**src/shared/csw_regs.svh**
```systemverilog
`ifndef CSW_REGS_SVH
`define CSW_REGS_SVH
// ======================================================================
// register offsets on the apb bus
`define CSW_OFF_UPPER   8'h00
`define CSW_OFF_LOWER   8'h04
`define CSW_OFF_MIDMEM  8'h08
`define CSW_OFF_PBASE   8'h0c
`define CSW_OFF_MIDPER  8'h10
`define CSW_OFF_STATUS  8'h14
// ======================================================================
// reset values
`define CSW_RST_UPPER   16'hf007
`define CSW_RST_LOWER   16'h0000
`define CSW_RST_MIDMEM  16'h0000
`define CSW_RST_PBASE   16'h0000
`define CSW_RST_MIDPER  16'h0000
// ======================================================================
// field positions
`define CSW_WAIT_MSB    1
`define CSW_WAIT_LSB    0
`define CSW_RDY_BIT     2
`define CSW_EXT_BIT     3
`define CSW_DA_BIT      7
`define CSW_AMODE_BIT   7
`define CSW_MSPACE_BIT  6
`define CSW_BOUND_MSB   15
`define CSW_BOUND_LSB   12
`define CSW_MBASE_MSB   15
`define CSW_MBASE_LSB   9
`define CSW_MSIZE_MSB   10
`define CSW_MSIZE_LSB   8
`define CSW_PBASE_MSB   15
`define CSW_PBASE_LSB   7
// ======================================================================
// wait counts
`define CSW_WAIT_X0     4'h5
`define CSW_WAIT_X1     4'h7
`define CSW_WAIT_X2     4'h9
`define CSW_WAIT_X3     4'hf
`define CSW_TAIL_WAITS  4'h2
`endif

```
**src/shared/csw_pkg.sv**
```systemverilog
package csw_pkg;
   // ===================================================================
   // bus phase sequence
   typedef enum logic [2:0] {
      PH_IDLE,
      PH_T1,
      PH_T2,
      PH_T3,
      PH_WAIT,
      PH_HOLD,
      PH_T4
   } csw_phase_e;

   // ===================================================================
   // ready and wait setting of one access
   typedef struct packed {
      logic [3:0] waits;
      logic       rdy_req;
   } csw_cfg_s;

   // ===================================================================
   // which selects an address hits
   typedef struct packed {
      logic       ucs;
      logic       lcs;
      logic [3:0] mcs;
      logic [6:0] pcs;
   } csw_hits_s;

   // ===================================================================
   // sequencer state
   typedef struct packed {
      csw_phase_e phase;
      logic [3:0] left;
      logic       first;
      logic       rdy_req;
      logic       done;
   } csw_wg_state_s;

   // ===================================================================
   // unit state
   typedef struct packed {
      logic [15:0] upper;
      logic [15:0] lower;
      logic [15:0] midmem;
      logic [15:0] pbase;
      logic [15:0] midper;
      logic        lcs_en;
      logic        mm_w;
      logic        mp_w;
      logic        pb_w;
      csw_hits_s   sel;
      logic        amode;
      logic        a1;
      logic        a2;
      logic        addr_en;
      logic        ardy_s1;
      logic        ardy_s2;
      logic        pready;
      logic [31:0] prdata;
      logic        pslverr;
   } csw_state_s;
endpackage

```
**src/hw/csw_wait_gen.sv**
```systemverilog
`timescale 1ns/1ns
`include "csw_regs.svh"
module csw_wait_gen (
   // clock and reset
   input  wire logic          i_clk,
   input  wire logic          i_rst,
   // cycle request
   input  wire logic          i_start,
   input  csw_pkg::csw_cfg_s  i_cfg,
   input  wire logic          i_ready,
   // sequence state
   output csw_pkg::csw_phase_e o_phase,
   output logic               o_done
);
   csw_pkg::csw_wg_state_s s_r;
   csw_pkg::csw_wg_state_s s_nxt;

   // ===================================================================
   // phase sequencer
   always_comb begin
      s_nxt = s_r;
      s_nxt.done = 1'b0;
      case (s_r.phase)
         csw_pkg::PH_IDLE: begin
            if (i_start) begin
               s_nxt.phase = csw_pkg::PH_T1;
               s_nxt.left = i_cfg.waits;
               s_nxt.rdy_req = i_cfg.rdy_req;
               s_nxt.first = 1'b1;
            end
         end
         csw_pkg::PH_T1: s_nxt.phase = csw_pkg::PH_T2;
         csw_pkg::PH_T2: s_nxt.phase = csw_pkg::PH_T3;
         csw_pkg::PH_T3: begin
            if (s_r.left != 4'h0) begin
               s_nxt.phase = csw_pkg::PH_WAIT;
            end else if (s_r.rdy_req && !i_ready) begin
               s_nxt.phase = csw_pkg::PH_HOLD;
            end else begin
               s_nxt.phase = csw_pkg::PH_T4;
               s_nxt.done = 1'b1;
            end
         end
         csw_pkg::PH_WAIT: begin
            s_nxt.first = 1'b0;
            if (s_r.first && s_r.rdy_req && !i_ready) begin
               s_nxt.phase = csw_pkg::PH_HOLD;
            end else begin
               s_nxt.left = s_r.left - 4'h1;
               if (s_r.left == 4'h1) begin
                  s_nxt.phase = csw_pkg::PH_T4;
                  s_nxt.done = 1'b1;
               end
            end
         end
         csw_pkg::PH_HOLD: begin
            if (i_ready) begin
               s_nxt.phase = csw_pkg::PH_WAIT;
               s_nxt.left = `CSW_TAIL_WAITS;
               s_nxt.first = 1'b0;
            end
         end
         csw_pkg::PH_T4: s_nxt.phase = csw_pkg::PH_IDLE;
         default: s_nxt.phase = csw_pkg::PH_IDLE;
      endcase
   end

   always_ff @(posedge i_clk) begin
      if (i_rst) begin
         s_r <= '{phase: csw_pkg::PH_IDLE, left: 4'h0, first: 1'b0,
                  rdy_req: 1'b0, done: 1'b0};
      end else begin
         s_r <= s_nxt;
      end
   end

   assign o_phase = s_r.phase;
   assign o_done  = s_r.done;

   // ===================================================================
   // checks
   seven_cycle_a: assert property (@(posedge i_clk) disable iff (i_rst)
      (s_r.phase == csw_pkg::PH_IDLE && i_start && i_cfg.waits == 4'h3 && i_cfg.rdy_req)
      ##4 i_ready |-> ##3 o_done)
      else $error("three waits with ready did not end in seven cycles");
   ready_tail_a: assert property (@(posedge i_clk) disable iff (i_rst)
      (s_r.phase == csw_pkg::PH_HOLD && i_ready) |=> (o_phase == csw_pkg::PH_WAIT)
      ##1 (o_phase == csw_pkg::PH_WAIT) ##1 (o_phase == csw_pkg::PH_T4))
      else $error("two tail waits not inserted after ready");
endmodule

```
**src/hw/csw_top.sv**
```systemverilog
// Added by the designer: the APB slave port and the placing of the registers.
`timescale 1ns/1ns
`include "csw_regs.svh"
module csw_top #(
   parameter int ADDR_W    = 20,
   parameter int MCS_COUNT = 4,
   parameter int PCS_COUNT = 7
) (
   // clock and reset
   input  wire logic        I_SYS_CLK,
   input  wire logic        I_SYS_RST,
   // apb slave
   input  wire logic        I_PSEL,
   input  wire logic        I_PENABLE,
   input  wire logic        I_PWRITE,
   input  wire logic [7:0]  I_PADDR,
   input  wire logic [31:0] I_PWDATA,
   output logic             O_PREADY,
   output logic [31:0]      O_PRDATA,
   output logic             O_PSLVERR,
   // bus cycle from the bus unit
   input  wire logic        I_CYC_START,
   input  wire logic [19:0] I_CYC_ADDR,
   input  wire logic        I_CYC_IO,
   input  wire logic        I_CYC_DMA,
   input  wire logic        I_PCB_HIT,
   // external ready
   input  wire logic        I_ARDY,
   input  wire logic        I_SRDY,
   // selects and bus controls
   output logic             O_UCS_N,
   output logic             O_LCS_N,
   output logic [3:0]       O_MCS_N,
   output logic [3:0]       O_PCS_LOW_N,
   output logic             O_PERIPH_SELECT_SECOND_N,
   output logic             O_PERIPH_SELECT_TOP_N,
   output logic             O_ADDR_DRIVE_EN,
   output logic             O_CYC_DONE,
   output logic [2:0]       O_PHASE
);
   if (ADDR_W != 20 || MCS_COUNT != 4 || PCS_COUNT != 7) begin : g_bad_param
      $error("csw_top supports only a 20-bit address, 4 mcs and 7 pcs");
   end

   csw_pkg::csw_state_s  st_r;
   csw_pkg::csw_state_s  st_nxt;
   csw_pkg::csw_hits_s   hit;
   csw_pkg::csw_cfg_s    cfg;
   csw_pkg::csw_phase_e  phase;
   logic                 done;
   logic                 ready;
   logic                 mcs_en;
   logic                 pcs_en;
   logic                 mem_cyc;
   logic                 pcs_cyc;
   logic                 da_hit;
   logic [19:0]          moff;
   logic [19:0]          mbase;
   logic [19:0]          msize;
   logic [2:0]           pidx;
   logic                 setup;
   logic                 access;

   // ===================================================================
   // helpers
   function automatic logic [3:0] wait_of(input logic [3:0] f, input logic ext_ok);
      logic [3:0] w;
      w = {2'b00, f[`CSW_WAIT_MSB:`CSW_WAIT_LSB]};
      if (ext_ok && f[`CSW_EXT_BIT]) begin
         case (f[`CSW_WAIT_MSB:`CSW_WAIT_LSB])
            2'b00:   w = `CSW_WAIT_X0;
            2'b01:   w = `CSW_WAIT_X1;
            2'b10:   w = `CSW_WAIT_X2;
            default: w = `CSW_WAIT_X3;
         endcase
      end
      return w;
   endfunction

   // overlapping selects should agree; max and or keep a mismatch from shortening a cycle
   function automatic csw_pkg::csw_cfg_s merge(input csw_pkg::csw_cfg_s a,
                                               input logic [3:0] f, input logic ext_ok);
      csw_pkg::csw_cfg_s m;
      logic [3:0] w;
      w = wait_of(f, ext_ok);
      m.waits = (w > a.waits) ? w : a.waits;
      m.rdy_req = a.rdy_req | f[`CSW_RDY_BIT];
      return m;
   endfunction

   function automatic logic [31:0] read_reg(input csw_pkg::csw_state_s s,
                                            input logic [7:0] a, input logic [2:0] ph,
                                            input logic me, input logic pe);
      logic [31:0] d;
      d = 32'h0000_0000;
      case (a)
         `CSW_OFF_UPPER:  d = {16'h0000, s.upper};
         `CSW_OFF_LOWER:  d = {16'h0000, s.lower};
         `CSW_OFF_MIDMEM: d = {16'h0000, s.midmem};
         `CSW_OFF_PBASE:  d = {16'h0000, s.pbase};
         `CSW_OFF_MIDPER: d = {16'h0000, s.midper};
         `CSW_OFF_STATUS: d = {25'h0, pe, me, s.lcs_en, (ph != 3'h0), ph};
         default:         d = 32'h0000_0000;
      endcase
      return d;
   endfunction

   function automatic logic known(input logic [7:0] a);
      return (a == `CSW_OFF_UPPER) || (a == `CSW_OFF_LOWER) ||
             (a == `CSW_OFF_MIDMEM) || (a == `CSW_OFF_PBASE) ||
             (a == `CSW_OFF_MIDPER) || (a == `CSW_OFF_STATUS);
   endfunction

   // ===================================================================
   // address decode
   always_comb begin
      mcs_en  = st_r.mm_w && st_r.mp_w;
      pcs_en  = st_r.pb_w && st_r.mp_w;
      mem_cyc = !I_CYC_IO;
      // with midper bit 6 clear, peripheral selects decode io cycles only and never meet memory selects, even at address zero
      pcs_cyc = st_r.midper[`CSW_MSPACE_BIT] ? mem_cyc : I_CYC_IO;
      mbase   = {st_r.midmem[`CSW_MBASE_MSB:`CSW_MBASE_LSB], 13'h0000};
      msize   = 20'h02000 << st_r.midper[`CSW_MSIZE_MSB:`CSW_MSIZE_LSB];
      moff    = I_CYC_ADDR - mbase;
      pidx    = I_CYC_ADDR[10:8];
      hit     = '0;
      // dma and cpu cycles decode alike
      hit.ucs = mem_cyc && (I_CYC_ADDR[19:16] >=
                st_r.upper[`CSW_BOUND_MSB:`CSW_BOUND_LSB]);
      hit.lcs = mem_cyc && st_r.lcs_en && (I_CYC_ADDR[19:16] <=
                st_r.lower[`CSW_BOUND_MSB:`CSW_BOUND_LSB]);
      if (mem_cyc && mcs_en && I_CYC_ADDR >= mbase && moff < msize) begin
         hit.mcs[2'(moff >> (5'd11 + 5'(st_r.midper[`CSW_MSIZE_MSB:`CSW_MSIZE_LSB])))]
            = 1'b1;
      end
      if (pcs_cyc && pcs_en && pidx != 3'h7 &&
          I_CYC_ADDR[19:11] == st_r.pbase[`CSW_PBASE_MSB:`CSW_PBASE_LSB]) begin
         hit.pcs[pidx] = 1'b1;
      end
   end

   // ===================================================================
   // wait and ready setting of the access
   always_comb begin
      cfg = '0;
      // an on-chip block hit overrides every other select: zero waits and no ready
      if (I_PCB_HIT) begin
         cfg = '0;
      end else begin
         if (hit.ucs) begin
            cfg = merge(cfg, st_r.upper[3:0], 1'b0);
         end
         if (hit.lcs) begin
            cfg = merge(cfg, st_r.lower[3:0], 1'b0);
         end
         if (hit.mcs != 4'h0) begin
            cfg = merge(cfg, st_r.midmem[3:0], 1'b0);
         end
         if (hit.pcs[3:0] != 4'h0) begin
            cfg = merge(cfg, st_r.pbase[3:0], 1'b1);
         end
         if (hit.pcs[4]) begin
            cfg = merge(cfg, st_r.midper[3:0], 1'b0);
         end
         if (hit.pcs[6:5] != 2'b00 && !st_r.midper[`CSW_AMODE_BIT]) begin
            cfg = merge(cfg, st_r.midper[3:0], 1'b0);
         end
      end
      da_hit = (hit.ucs && st_r.upper[`CSW_DA_BIT]) ||
               (hit.lcs && st_r.lower[`CSW_DA_BIT]);
   end

   // ===================================================================
   // ready: async input through two flops, sync input used as is
   always_comb begin
      ready = st_r.ardy_s2 | I_SRDY;
   end

   csw_wait_gen u_wait (
      .i_clk   (I_SYS_CLK),
      .i_rst   (I_SYS_RST),
      .i_start (I_CYC_START),
      .i_cfg   (cfg),
      .i_ready (ready),
      .o_phase (phase),
      .o_done  (done)
   );

   // ===================================================================
   // next state
   always_comb begin
      st_nxt = st_r;
      setup  = I_PSEL && !I_PENABLE;
      access = I_PSEL && I_PENABLE && st_r.pready;
      // the first flop feeds only the second
      st_nxt.ardy_s1 = I_ARDY;
      st_nxt.ardy_s2 = st_r.ardy_s1;
      // apb: answer lands one cycle after setup, with no further wait
      st_nxt.pready  = setup;
      st_nxt.pslverr = setup && !known(I_PADDR);
      st_nxt.prdata  = (setup && !I_PWRITE) ?
                       read_reg(st_r, I_PADDR, 3'(phase), mcs_en, pcs_en) : 32'h0000_0000;
      if (access && I_PWRITE) begin
         case (I_PADDR)
            `CSW_OFF_UPPER:  st_nxt.upper = I_PWDATA[15:0];
            `CSW_OFF_LOWER: begin
               st_nxt.lower  = I_PWDATA[15:0];
               st_nxt.lcs_en = 1'b1;
            end
            `CSW_OFF_MIDMEM: begin
               st_nxt.midmem = I_PWDATA[15:0];
               st_nxt.mm_w   = 1'b1;
            end
            `CSW_OFF_PBASE: begin
               st_nxt.pbase = I_PWDATA[15:0];
               st_nxt.pb_w  = 1'b1;
            end
            `CSW_OFF_MIDPER: begin
               st_nxt.midper = I_PWDATA[15:0];
               st_nxt.mp_w   = 1'b1;
            end
            default: st_nxt.upper = st_r.upper;
         endcase
      end
      // selects and address bits are captured together with the address
      st_nxt.addr_en = 1'b0;
      if (phase == csw_pkg::PH_IDLE && I_CYC_START) begin
         st_nxt.sel     = hit;
         st_nxt.amode   = st_r.midper[`CSW_AMODE_BIT];
         // in address mode the top two pins carry latched a1 and a2, else pcs5 and pcs6
         st_nxt.a1      = st_r.midper[`CSW_AMODE_BIT] ? I_CYC_ADDR[1] : !hit.pcs[5];
         st_nxt.a2      = st_r.midper[`CSW_AMODE_BIT] ? I_CYC_ADDR[2] : !hit.pcs[6];
         st_nxt.addr_en = !da_hit;
      end else if (phase == csw_pkg::PH_T4) begin
         st_nxt.sel = '0;
         // selects release after t4; latched address bits stay until the next cycle
         if (!st_r.amode) begin
            st_nxt.a1 = 1'b1;
            st_nxt.a2 = 1'b1;
         end
      end
   end

   always_ff @(posedge I_SYS_CLK) begin
      if (I_SYS_RST) begin
         st_r <= '{upper: `CSW_RST_UPPER, lower: `CSW_RST_LOWER,
                   midmem: `CSW_RST_MIDMEM, pbase: `CSW_RST_PBASE,
                   midper: `CSW_RST_MIDPER, a1: 1'b1, a2: 1'b1, default: '0};
      end else begin
         st_r <= st_nxt;
      end
   end

   // ===================================================================
   // outputs
   assign O_PREADY     = st_r.pready;
   assign O_PRDATA     = st_r.prdata;
   assign O_PSLVERR    = st_r.pslverr;
   assign O_UCS_N      = !st_r.sel.ucs;
   assign O_LCS_N      = !st_r.sel.lcs;
   assign O_MCS_N      = ~st_r.sel.mcs;
   assign O_PCS_LOW_N  = ~st_r.sel.pcs[3:0];
   // both pins come straight from their flops, resolved when the cycle is captured
   assign O_PERIPH_SELECT_SECOND_N = st_r.a1;
   assign O_PERIPH_SELECT_TOP_N    = st_r.a2;
   assign O_ADDR_DRIVE_EN = st_r.addr_en;
   assign O_CYC_DONE   = done;
   assign O_PHASE      = 3'(phase);

   // ===================================================================
   // checks
   ucs_select_a: assert property (@(posedge I_SYS_CLK) disable iff (I_SYS_RST)
      (phase == csw_pkg::PH_IDLE && I_CYC_START && hit.ucs) |=> !O_UCS_N [*4])
      else $error("upper select not held through the cycle");
   lcs_idle_a: assert property (@(posedge I_SYS_CLK) disable iff (I_SYS_RST)
      !st_r.lcs_en |-> O_LCS_N)
      else $error("lower select active before programming");
   pcs_idle_a: assert property (@(posedge I_SYS_CLK) disable iff (I_SYS_RST)
      !pcs_en |-> (st_r.sel.pcs == 7'h00 && O_PCS_LOW_N == 4'hf))
      else $error("peripheral select active before programming");
   zero_wait_a: assert property (@(posedge I_SYS_CLK) disable iff (I_SYS_RST)
      (phase == csw_pkg::PH_IDLE && I_CYC_START && cfg == '0) |-> ##4 O_CYC_DONE)
      else $error("zero wait access not four cycles");
   waits_first_a: assert property (@(posedge I_SYS_CLK) disable iff (I_SYS_RST)
      (phase == csw_pkg::PH_IDLE && I_CYC_START && cfg.waits == 4'h2)
      |=> !O_CYC_DONE [*5])
      else $error("cycle ended before programmed waits");
   addr_off_a: assert property (@(posedge I_SYS_CLK) disable iff (I_SYS_RST)
      (phase == csw_pkg::PH_IDLE && I_CYC_START) |=> (O_ADDR_DRIVE_EN == !$past(da_hit)))
      else $error("address drive enable wrong for disable bit");
   addr_pins_a: assert property (@(posedge I_SYS_CLK) disable iff (I_SYS_RST)
      (phase == csw_pkg::PH_IDLE && I_CYC_START && st_r.midper[`CSW_AMODE_BIT])
      |=> (O_PERIPH_SELECT_SECOND_N == $past(I_CYC_ADDR[1])))
      else $error("latched a1 not on its pin");
   ext_wait_a: assert property (@(posedge I_SYS_CLK) disable iff (I_SYS_RST)
      (hit.pcs[0] && !I_PCB_HIT && st_r.pbase[3:0] == 4'hb) |-> cfg.waits >= 4'h9)
      else $error("extended wait code not decoded");
   apb_answer_a: assert property (@(posedge I_SYS_CLK) disable iff (I_SYS_RST)
      (I_PSEL && !I_PENABLE) |=> O_PREADY)
      else $error("apb answer late");
   amode_wait_a: assert property (@(posedge I_SYS_CLK) disable iff (I_SYS_RST)
      (st_r.midper[`CSW_AMODE_BIT] && I_CYC_IO && hit.pcs[4:0] == 5'h00) |-> cfg == '0)
      else $error("address pin mode left waits on the top selects");
   io_zero_a: assert property (@(posedge I_SYS_CLK) disable iff (I_SYS_RST)
      (phase == csw_pkg::PH_IDLE && I_CYC_START && I_CYC_IO)
      |=> (O_UCS_N && O_LCS_N && O_MCS_N == 4'hf))
      else $error("memory select active on an io cycle");
   pcb_zero_a: assert property (@(posedge I_SYS_CLK) disable iff (I_SYS_RST)
      (phase == csw_pkg::PH_IDLE && I_CYC_START && I_PCB_HIT) |-> ##4 O_CYC_DONE)
      else $error("on-chip block access not zero wait");
   lcs_write_a: assert property (@(posedge I_SYS_CLK) disable iff (I_SYS_RST)
      (I_PSEL && I_PENABLE && O_PREADY && I_PWRITE && I_PADDR == `CSW_OFF_LOWER)
      |=> st_r.lcs_en)
      else $error("lower select not enabled by its write");
   top_pins_idle_a: assert property (@(posedge I_SYS_CLK) disable iff (I_SYS_RST)
      (!pcs_en && !st_r.amode) |-> (O_PERIPH_SELECT_SECOND_N && O_PERIPH_SELECT_TOP_N))
      else $error("top peripheral select active before programming");
endmodule

```
**config.mk**
```make
export PLATFORM = sky130hd
export DESIGN_NAME = csw_top
export DESIGN_NICKNAME = d
export VERILOG_FILES = /design/src/shared/csw_pkg.sv /design/src/hw/csw_wait_gen.sv /design/src/hw/csw_top.sv
export VERILOG_INCLUDE_DIRS = /design/src /design/src/shared
export SDC_FILE = /design/constraint.sdc
export NUM_CORES = 1
export LEC_CHECK = 0
export ABC_AREA = 1
export BUFFER_PORTS_ARGS = -buffer_cell sky130_fd_sc_hd__buf_2
export CAP_MARGIN = 30
export CORE_MARGIN = 4
export CORE_UTILIZATION = 52
export CTS_CLUSTER_DIAMETER = 150
export CTS_CLUSTER_SIZE = 20
export DETAILED_ROUTE_END_ITERATION = 16
export PLACE_DENSITY = 0.81
export RECOVER_POWER = 100
export SYNTH_ARGS = -nofsm -noshare
export SYNTH_HDL_FRONTEND = slang
export SYNTH_SLANG_ARGS = --single-unit
```
**constraint.sdc**
```tcl
create_clock -name I_SYS_CLK -period 6.4 [get_ports I_SYS_CLK]
set_input_delay 1.28 -clock I_SYS_CLK [delete_from_list [all_inputs] [get_ports I_SYS_CLK]]
set_output_delay 1.28 -clock I_SYS_CLK [all_outputs]
set_load 0.02 [all_outputs]
```
# After elaboration in Yosys (flattened, before gate mapping)
# Index checks and enable logic that the tools add are counted.
[word_totals]
ff_bits = 144
inputBits = 71
out_inout_bits = 51
[op_classes]
n_addsub = 3
order_cmp = 14
eq_ne = 21
shift = 2
mux = 51
bitwise_logic = 10
reduce_logical = 65
[ops]
columns = ["op", "count"]
rows = [
  ["$pmux W16 S6", 1],
  ["$mux W5", 11],
  ["$mux W4", 10],
  ["$logic_and A1 B1 Y1", 26],
  ["$mux W13", 2],
  ["$ge A20 B20 Y1", 1],
  ["$lt A20 B20 Y1", 1],
  ["$shl A14 B3 Y20 const A", 1],
  ["$shr A20 B5 Y2", 1],
  ["$sub A20 B20 Y20", 1],
  ["$pmux W3 S6", 1],
  ["$eq A8 B4 Y1 const B", 2],
  ["$eq A8 B5 Y1 const B", 2],
  ["$gt A2 B4 Y1", 4],
  ["$pmux W5 S3", 1],
  ["$reduce_and A2 Y1", 7],
  ["$mux W3", 4],
  ["$pmux W4 S3", 1],
  ["$reduce_bool A4 Y1", 3],
  ["$logic_not A1 Y1", 11],
  ["$mux W2", 5],
  ["$eq A3 B3 Y1 const B", 3],
  ["$eq A9 B9 Y1", 1],
  ["$mux W1", 9],
  ["other kinds (38)", 57],
]

# Longest topological paths before layout
# Gate-level depths: netlist of run 1.
[depth]
word_depth = 26
mapped_depth = 50
depth_no_buf = 50

# Cells and area by module
# A second synthesis of run 1 with hierarchy kept.
[unflattened]
hier_cells = 1079
hier_area_um2 = 7319.5
[modules_own_cells]
columns = ["module", "instances", "cells_each", "area_each_um2", "seq_area_each_um2"]
rows = [
  ["csw_top", 1, 973, 6643.9, 2362.3],
  ["csw_wait_gen", 1, 106, 675.6, 200.2],
]

# Worst setup path after synthesis of run 1
# No wires, ideal clock.
[synth_timing]
path_type = "input-to-reg"
from = "input I_CYC_ADDR[13]"
to = "register u_wait.s_r[3] (netlist name)"
setup_time_ns = 0.122
t_arrival_ns = 6.101
t_required_ns = 6.278
path_slack_ns = 0.177
cell_stages = 43
path_buffers = 0
path_cell_list = "inv_1 ha_1 inv_1 fa_1 a21oi_1 o21a_1 or2_2 nand2_1 inv_1 ha_1 nand2_1 inv_1 nand2_1 nand3_1 a21oi_4 nand2_2 or2_4 nand2_1 [... 7 more ...] nand2_1 ha_1 inv_1 nor2_1 nor2_1 a21oi_1 nand4_1 and2_1 ha_1 a21oi_1 a21oi_1 nand2_1 nor2_2 nand2_1 nand2_1 inv_1 nand2_1 a21oi_2"
[synth_via]
elab_chain_cells = 24
[synth_lines]
columns = ["element", "line", "text"]
rows = [
  ["start, declared", "csw_top.sv:23", "input wire logic [19:0] I_CYC_ADDR,"],
  ["$sub A20 B20 Y20", "csw_top.sv:124", "moff = I_CYC_ADDR - mbase;"],
  ["$shr A20 B5 Y2", "csw_top.sv:133", "hit.mcs[2'(moff >> (5'd11 + 5'(st_r.midper[`CSW_MSIZE_MSB:`CSW_MSIZE_LSB])))]"],
  ["$lt A2 B3 Y1 or $ge A2 B1 Y1 (tied branches)", "csw_top.sv:133", ""],
  ["$logic_and A1 B1 Y1", "csw_top.sv:133", ""],
  ["$mux W1", "csw_top.sv:133", ""],
  ["$demux W1 S2", "csw_top.sv:133", ""],
  ["$mux W4", "csw_top.sv:132", "if (mem_cyc && mcs_en && I_CYC_ADDR >= mbase && moff < msize) begin"],
  ["$reduce_bool A4 Y1", "csw_top.sv:156", "if (hit.mcs != 4'h0) begin"],
  ["[... 8 more ...]", "n/a", ""],
  ["$mux W5", "csw_top.sv:162", "if (hit.pcs[4]) begin"],
  ["$mux W5", "csw_top.sv:147", "if (I_PCB_HIT) begin"],
  ["$gt A2 B4 Y1", "csw_top.sv:86", "m.waits = (w > a.waits) ? w : a.waits;"],
  ["$mux W4", "csw_top.sv:86", ""],
  ["$mux W5 (*)", "csw_top.sv:165", "if (hit.pcs[6:5] != 2'b00 && !st_r.midper[`CSW_AMODE_BIT]) begin"],
  ["$mux W5 (*)", "csw_top.sv:147", ""],
  ["$mux W9 (*)", "csw_wait_gen.sv:25", "if (i_start) begin"],
  ["$pmux W5 S3 (*)", "csw_wait_gen.sv:23", "case (s_r.phase)"],
  ["end signal, assigned", "csw_wait_gen.sv:70", "s_r <= '{phase: csw_pkg::PH_IDLE, left: 4'h0, first: 1'b0,"],
  ["end signal, assigned", "csw_wait_gen.sv:73", "s_r <= s_nxt;"],
  ["end, declared", "csw_wait_gen.sv:15", "csw_pkg::csw_wg_state_s s_r;"],
]
# Every way passes the cells marked *; elsewhere a longest branch is shown, timed or not. The select of a mux whose other input is x is not followed.
# A chain may end at the register's enable or synchronous reset.

# Worst setup path in the final report of run 1
# Same ends and word-level chain as after synthesis.

==> run metrics, run 1 <==
WHS Endpoint=st_r[34]; initial antenna violation count=1; Clock transition at path regs=60 ps; Synth Flop Type=dfxtp_1; clk_skew=7.26 ps; layout cells sized above 1=17.8%; worst setup path class=input port to register; hold path startpoint=st_nxt[34]; post-detail-place hpwl=14600 um; CP max stage delay=410 ps; Clock Sinks=128; mapped cell area=0.00729 mm2; fin util=63.6%; Via Count=7277; Detail Route Antenna Nets=0; number of CTS-inserted buffers=17; Final min period=6090 ps; H-tree depth=4; grt met3 use=6.47%; largest net degree at the start of global routing=87; Initial DRC Count=735; clk_lat worst skew=420 ps; Syn Inst Count=1027; Placeable Area=0.0135 mm2; gr ovfl total=0; # setup viols final=0; FF-to-FF End=u_wait.s_r[3]; Yosys warnings=0; post-synthesis average cell area=7.10 um2; first-pass GRT wire length=32800 um; vias per cell=5.53; die width=126 um; Worst Hold Depth=2; CP max stage cell=fa_2; Peak VDD IR=0.174 mV; Critical Path End Type=register; type of origin of the critical path=input port; routing usage on met2=39.9%; Total Routing Usage GR=25.2%; FF-to-FF path depth=42; Pleak=3.75 nW; Diodes inserted=0; vias in the first global route=6785; top post-synthesis cells by area=dfxtp_1, nand2_1, nor2_1; Worst Tran Pin Value=1470 ps; Rel. slew slack=1.91%; Hold Fails Final Rpt=0; Die Y=126 um; GPL Wtd Cong=0.935; Layout area overhead=17.9%; Crit Path Max Fanout=4; EDFF count, synth=0; status=completed; Pre-antenna DRT Iters=6; IO Port Bufs=88; total wire length=20900 um; Pins Over Slew Limit=0; M1 GR Usage=32.5%; Hold WS=399 ps; post-synth top area share=35.2%; nets=1234; die area=0.0160 mm2; CTS tree=done; post-synthesis cell type count=55; Tcrit/Tclk final=95.2%; CP arrival=6410 ps; num rows=42; post-DR wirelength/cell=15.9 um; CTS root buffer=clkbuf_16; hold crit path type=register to register; synthesized flop and latch total=128; I/O pin count=122; # DRC=0; CP required=6710 ps; Max-cap violations=0; register area share after synthesis=35.2%; ys async rst share=0%; most used routing layer=met2; initial core utilization=54.0%; P per Cell Area=233 mW/mm2; Peak Freq=164 MHz; reg2reg start=mbase[13]; Yosys top cell by area=dfxtp_1; clk buf depth=2; Register-to-Register Setup Slack=870 ps
## final cells by class
type,instances,area (um2)
multi-input combinational,712,3960
tap,176,220
sequential,128,2560
fill,1178,4910
timing repair buffer,127,697
clock inverter,14,181
clock buffer,18,439
inverter,140,534
## routing by layer
metal	share of wire [%]	vias up	routed length, um
li1	-	3526	-
met1	42	3327	8810
met2	46	365	9540
met3	9.2	57	1930
met4	3.1	2	654
met5	0.062	-	13
## stage by stage
stage	setup slack, ps	setup TNS, ps	power (W)	instances	area, um2
floorplan	177	0	0.000936	1042	7340
global placement	-265	-508	0.000991	1278	7850
detailed placement	-342	-673	0.000994	1278	7850
CTS	39.9	0	0.00200	1310	8470
global route	-110	-192	0.00206	1315	8590
finish	306	0	0.00200	1315	8590
## state kept, by name, indices dropped and copies added, names as in the netlist
register / cells
O_PERIPH_SELECT_SECOND_N: 1
st_nxt: 1
O_PRDATA: 16
u_wait.o_phase: 3
O_PSLVERR: 1
O_ADDR_DRIVE_EN: 1
O_PERIPH_SELECT_TOP_N: 1
mbase: 7
u_wait.o_done: 1
u_wait.s_r: 6
O_PREADY: 1
st_r: 89
## worst max path at each step
stage	from	end	slack, ps
after floorplan	I_CYC_ADDR[13]	u_wait.s_r[3]	180
after global placement	I_CYC_ADDR[13]	u_wait.s_r[3]	-260
after detailed placement	I_CYC_ADDR[13]	u_wait.s_r[3]	-340
after CTS	I_CYC_ADDR[13]	u_wait.s_r[3]	40
after global routing	I_CYC_ADDR[19]	u_wait.s_r[3]	-110
final	I_CYC_ADDR[13]	u_wait.s_r[3]	310
## synth_stat cells, types with 2 or more instances
| cell type | instances |
|---|---|
| o31ai_1 | 3 |
| o21bai_1 | 2 |
| a2111oi_0 | 2 |
| o22ai_1 | 15 |
| nor2_2 | 6 |
| buf_4 | 35 |
| nand4_1 | 12 |
| o21ai_0 | 81 |
| nand3_2 | 4 |
| nor2_1 | 156 |
| ha_1 | 36 |
| nand2_1 | 179 |
| nor3_1 | 5 |
| inv_2 | 11 |
| nand3_1 | 39 |
| inv_1 | 126 |
| nor3_2 | 2 |
| a21oi_2 | 7 |
| o32ai_1 | 4 |
| nand2_2 | 6 |
| o211ai_1 | 4 |
| xor2_1 | 8 |
| clkbuf_1 | 10 |
| a31oi_1 | 15 |
| o21ai_2 | 7 |
| buf_1 | 2 |
| or2_2 | 2 |
| nor2_4 | 6 |
| nand4_4 | 2 |
| dfxtp_1 | 128 |
| o21a_1 | 2 |
| buf_6 | 4 |
| or2_4 | 2 |
| o21ai_1 | 4 |
| a21oi_1 | 60 |
| clkinv_1 | 2 |
| buf_2 | 10 |
| a221oi_1 | 11 |
## worst max-delay path: cells and delay by family
kind	cells	cell delay, ps
AND/OR/NAND/NOR	20	1890
adder cells (fa/ha/maj)	6	1540
AO/OA/AOI/OAI	9	1280
buffers and inverters	9	420
## layout by cell type (no fill, tap or decap), types with 16 or more instances in the layout
cell type / instances
nand2_1: 175
nor2_1: 161
dfxtp_1: 128
inv_1: 122
o21ai_0: 89
a21oi_1: 55
buf_2: 50
clkbuf_1: 38
buf_4: 37
nand3_1: 30
ha_1: 27
clkbuf_16: 17
conb_1: 16
## where the power goes
group	internal (W)	switching [W]	leakage [nW]
clock network	0.000627	0.000386	0.289
registers	0.000803	0.00000426	1.03
logic	0.0000667	0.000116	2.43
total	0.00150	0.000506	3.75
## timing repair
| action | in CTS | in global routing |
|---|---|---|
| hold buffers | 0 | 0 |
| setup endpoints to repair | 0 | 2 |
| buffers inserted | 0 | 5 |
| gates resized for setup | 0 | 55 |
## logic make-up (layout without fill, tap and decap cells)
family	after synthesis	count (layout)	synth area share [%]
flip-flops	128	128	35.2
adder cells (fa/ha/maj)	37	37	6.46
AO/OA/AOI/OAI	225	225	18.6
AND/OR/NAND/NOR	426	426	25.9
XOR/XNOR	8	8	0.962
buffers and inverters	202	299	12.8
other	1	16	0.0515
Note: power is estimated with default switching activity, not from simulation.
==> run 2, diff against run 1 <==
- CORE_UTILIZATION: 52 -> 57
- PLACE_DENSITY: 0.81 -> 0.84
- REMOVE_ABC_BUFFERS: default -> 1
- clock period: 6.4 -> 6.8 ns (I/O delays scaled with it)
==> run 2 against run 1 <==
Effect of this change:
- the flow now finishes with violations (max-capacitance violations, max-slew violations)
- critical path type unchanged
- die area fell by 8.2%
- largest power group unchanged
- worst setup slack improved by 33 ps
- clock skew rose by 1.1 ps
==> run metrics, run 2 (same netlist as run 1, synthesis figures left out) <==
largest net degree at the start of global routing=88 (+1.1%); most frequent CP cell=nand2_1; Placed Area=0.00767 mm2 (-2.4%); commonest non-fill, non-tap cell in the layout=nand2_1; Die Y=121 um (-4.2%); Placed Cells=1250 (-2.2%); IO Port Bufs=88 (unchanged); failing checks=max-capacitance violations, max-slew violations; Largest Register=st_r; Worst path top cell family by delay=simple AND/OR/NAND/NOR gates; Tcrit/Tclk final=95.0%; post-detail-place hpwl=14400 um (-1.4%); Placeable Area=0.0126 mm2 (-6.9%); CP max stage cell=ha_1; vias per cell=5.55 (+0.36%); gr ovfl total=0 (unchanged); Layout area overhead=12.9%; status=complete, but fails checks; post-DR wirelength/cell=16.1 um (+1.2%); P per Cell Area=232 mW/mm2 (-0.68%); Crit Path Max Fanout=4 (unchanged); num rows=41 (-2.4%); Critical Path End Type=register; H-tree depth=4 (unchanged); hold crit path type=register to register; Via Count=7142 (-1.9%); die area=0.0147 mm2 (-8.2%); hold path startpoint=st_nxt[34]; initial antenna violation count=0 (-1); max FFs per register=89 (unchanged); vias in the first global route=6638 (-2.2%); final setup margin=339 ps (+33.3 ps); CTS tree=done; Total Routing Usage GR=28.3% (+3.2 points); CP arrival=6770 ps (+360 ps); Final min period=6460 ps; first-pass GRT wire length=32600 um (-0.40%); CP max stage delay=300 ps (-110 ps); number of CTS-inserted buffers=17 (unchanged); Buf/Inv on CP=10 (+1); Pins Over Slew Limit=20 (+20); Diodes inserted=0 (unchanged); layout cells sized above 1=13.2% (-4.6 points); Peak VDD IR=0.164 mV (-5.9%); worst setup path class=input port to register; final cell count without fillers=1286 (-2.2%); total wire length=20700 um (-1.1%); Worst Tran Pin Value=1500 ps (+37.2 ps); clk_skew=8.39 ps (+1.13 ps); die width=121 um (-4.2%); CP required=7110 ps (+400 ps); Peak Freq=155 MHz; Pleak=3.64 nW (-3.1%); Rel. slew slack=-0.582% (-2.5 points); reg2reg start=mbase[15]; most frequent cells in the layout=nand2_1, nor2_1, inv_1; initial core utilization=58.0% (+4.0 points); Crit. Startpoint=I_CYC_ADDR[13]; Clock transition at path regs=50 ps (about the same); clk_lat worst skew=430 ps (about the same); nets=1209 (-2.0%); type of origin of the critical path=input port; clk buf depth=2 (unchanged); # setup viols final=0 (unchanged); Hold Fails Final Rpt=0 (unchanged); CTS root buffer=clkbuf_16; # DRC=0 (unchanged); Max-cap violations=1 (+1); Clock Sinks=128 (unchanged); Pre-antenna DRT Iters=6 (unchanged); GPL Wtd Cong=0.944 (+1.0%); I/O pin count=122 (unchanged); setup TNS=0 ps (unchanged); pre-CTS setup slack=-139 ps (+203 ps); final instance area=0.00823 mm2 (-4.2%); Initial DRC Count=804 (+9.4%); Detail Route Antenna Nets=0 (unchanged)
-- run 2: changes by cell type in the layout (fill, tap and decap cells not counted), moves of 3 or more --
cell	previous run	this run
a21oi_1	55	58
inv_1	122	129
inv_6	3	0
clkinv_4	5	1
ha_1	27	34
nand2_1	175	181
inv_2	12	7
clkbuf_8	1	4
ha_4	9	0
buf_4	37	13
nand2_2	9	4
nand3_2	13	9
nand3_1	30	34
-- run 2: final cells by class --
type | count | area (um2)
Fill cell | 1067 | 4340
Multi-Input combinational cell | 712 | 3790
Sequential cell | 128 | 2560
Inverter | 140 | 527
Timing Repair Buffer | 102 | 495
Clock buffer | 23 | 488
Tap cell | 172 | 215
Clock inverter | 9 | 154
-- run 2: power breakdown --
part	total, W	leakage (nW)	internal [W]	switching (W)
clock	0.000991	0.309	0.000651	0.000340
sequential	0.000760	1.03	0.000756	0.00000393
combinational	0.000154	2.30	0.0000498	0.000104
total	0.00191	3.64	0.00146	0.000448
-- run 2: per-layer routing --
layer	share of wire [%]	wire, um	vias to the layer above	global-route usage (%)
li1	-	-	3479	-
met1	41	8510	3214	35.9
met2	45	9340	377	45.2
met3	9.7	2010	72	6.20
met4	4.2	864	0	15.0
met5	0	0	-	0
-- run 2: repair_timing --
action,CTS,global route
endpoints found under the hold margin,0,0
resized for setup,0,14
endpoints found under the setup margin,0,2
setup buffers,0,4
hold buffers,0,0
-- run 2: through the flow --
stage / hold slack, ps / util (%) / total power [W]
3_3_place_gp: 389 / 61.0 / 0.000926
5_1_grt: 453 / 65.5 / 0.00196
6_report: 422 / 65.5 / 0.00191
2_1_floorplan: 388 / - / 0.000871
3_5_place_dp: 400 / 61.0 / 0.000929
4_1_cts: 420 / 66.1 / 0.00191
-- run 2: worst register-to-register path: cells and delay by family, from the launching register on --
kind                     cells  cell delay, ps
adder cells (fa/ha/maj)      5            1450
AO/OA/AOI/OAI                8            1100
buffers and inverters        9             500
AND/OR/NAND/NOR             23            2310
flip-flops                   1             300
-- run 2: final timing paths --
check / cells after the start / endpoint / slack (ps)
max: 46 / u_wait.s_r[4] / 340
min: 2 / st_r[34] / 420
min reg2reg: 2 / st_r[34] / 420
max reg2reg: 45 / u_wait.s_r[4] / 1030
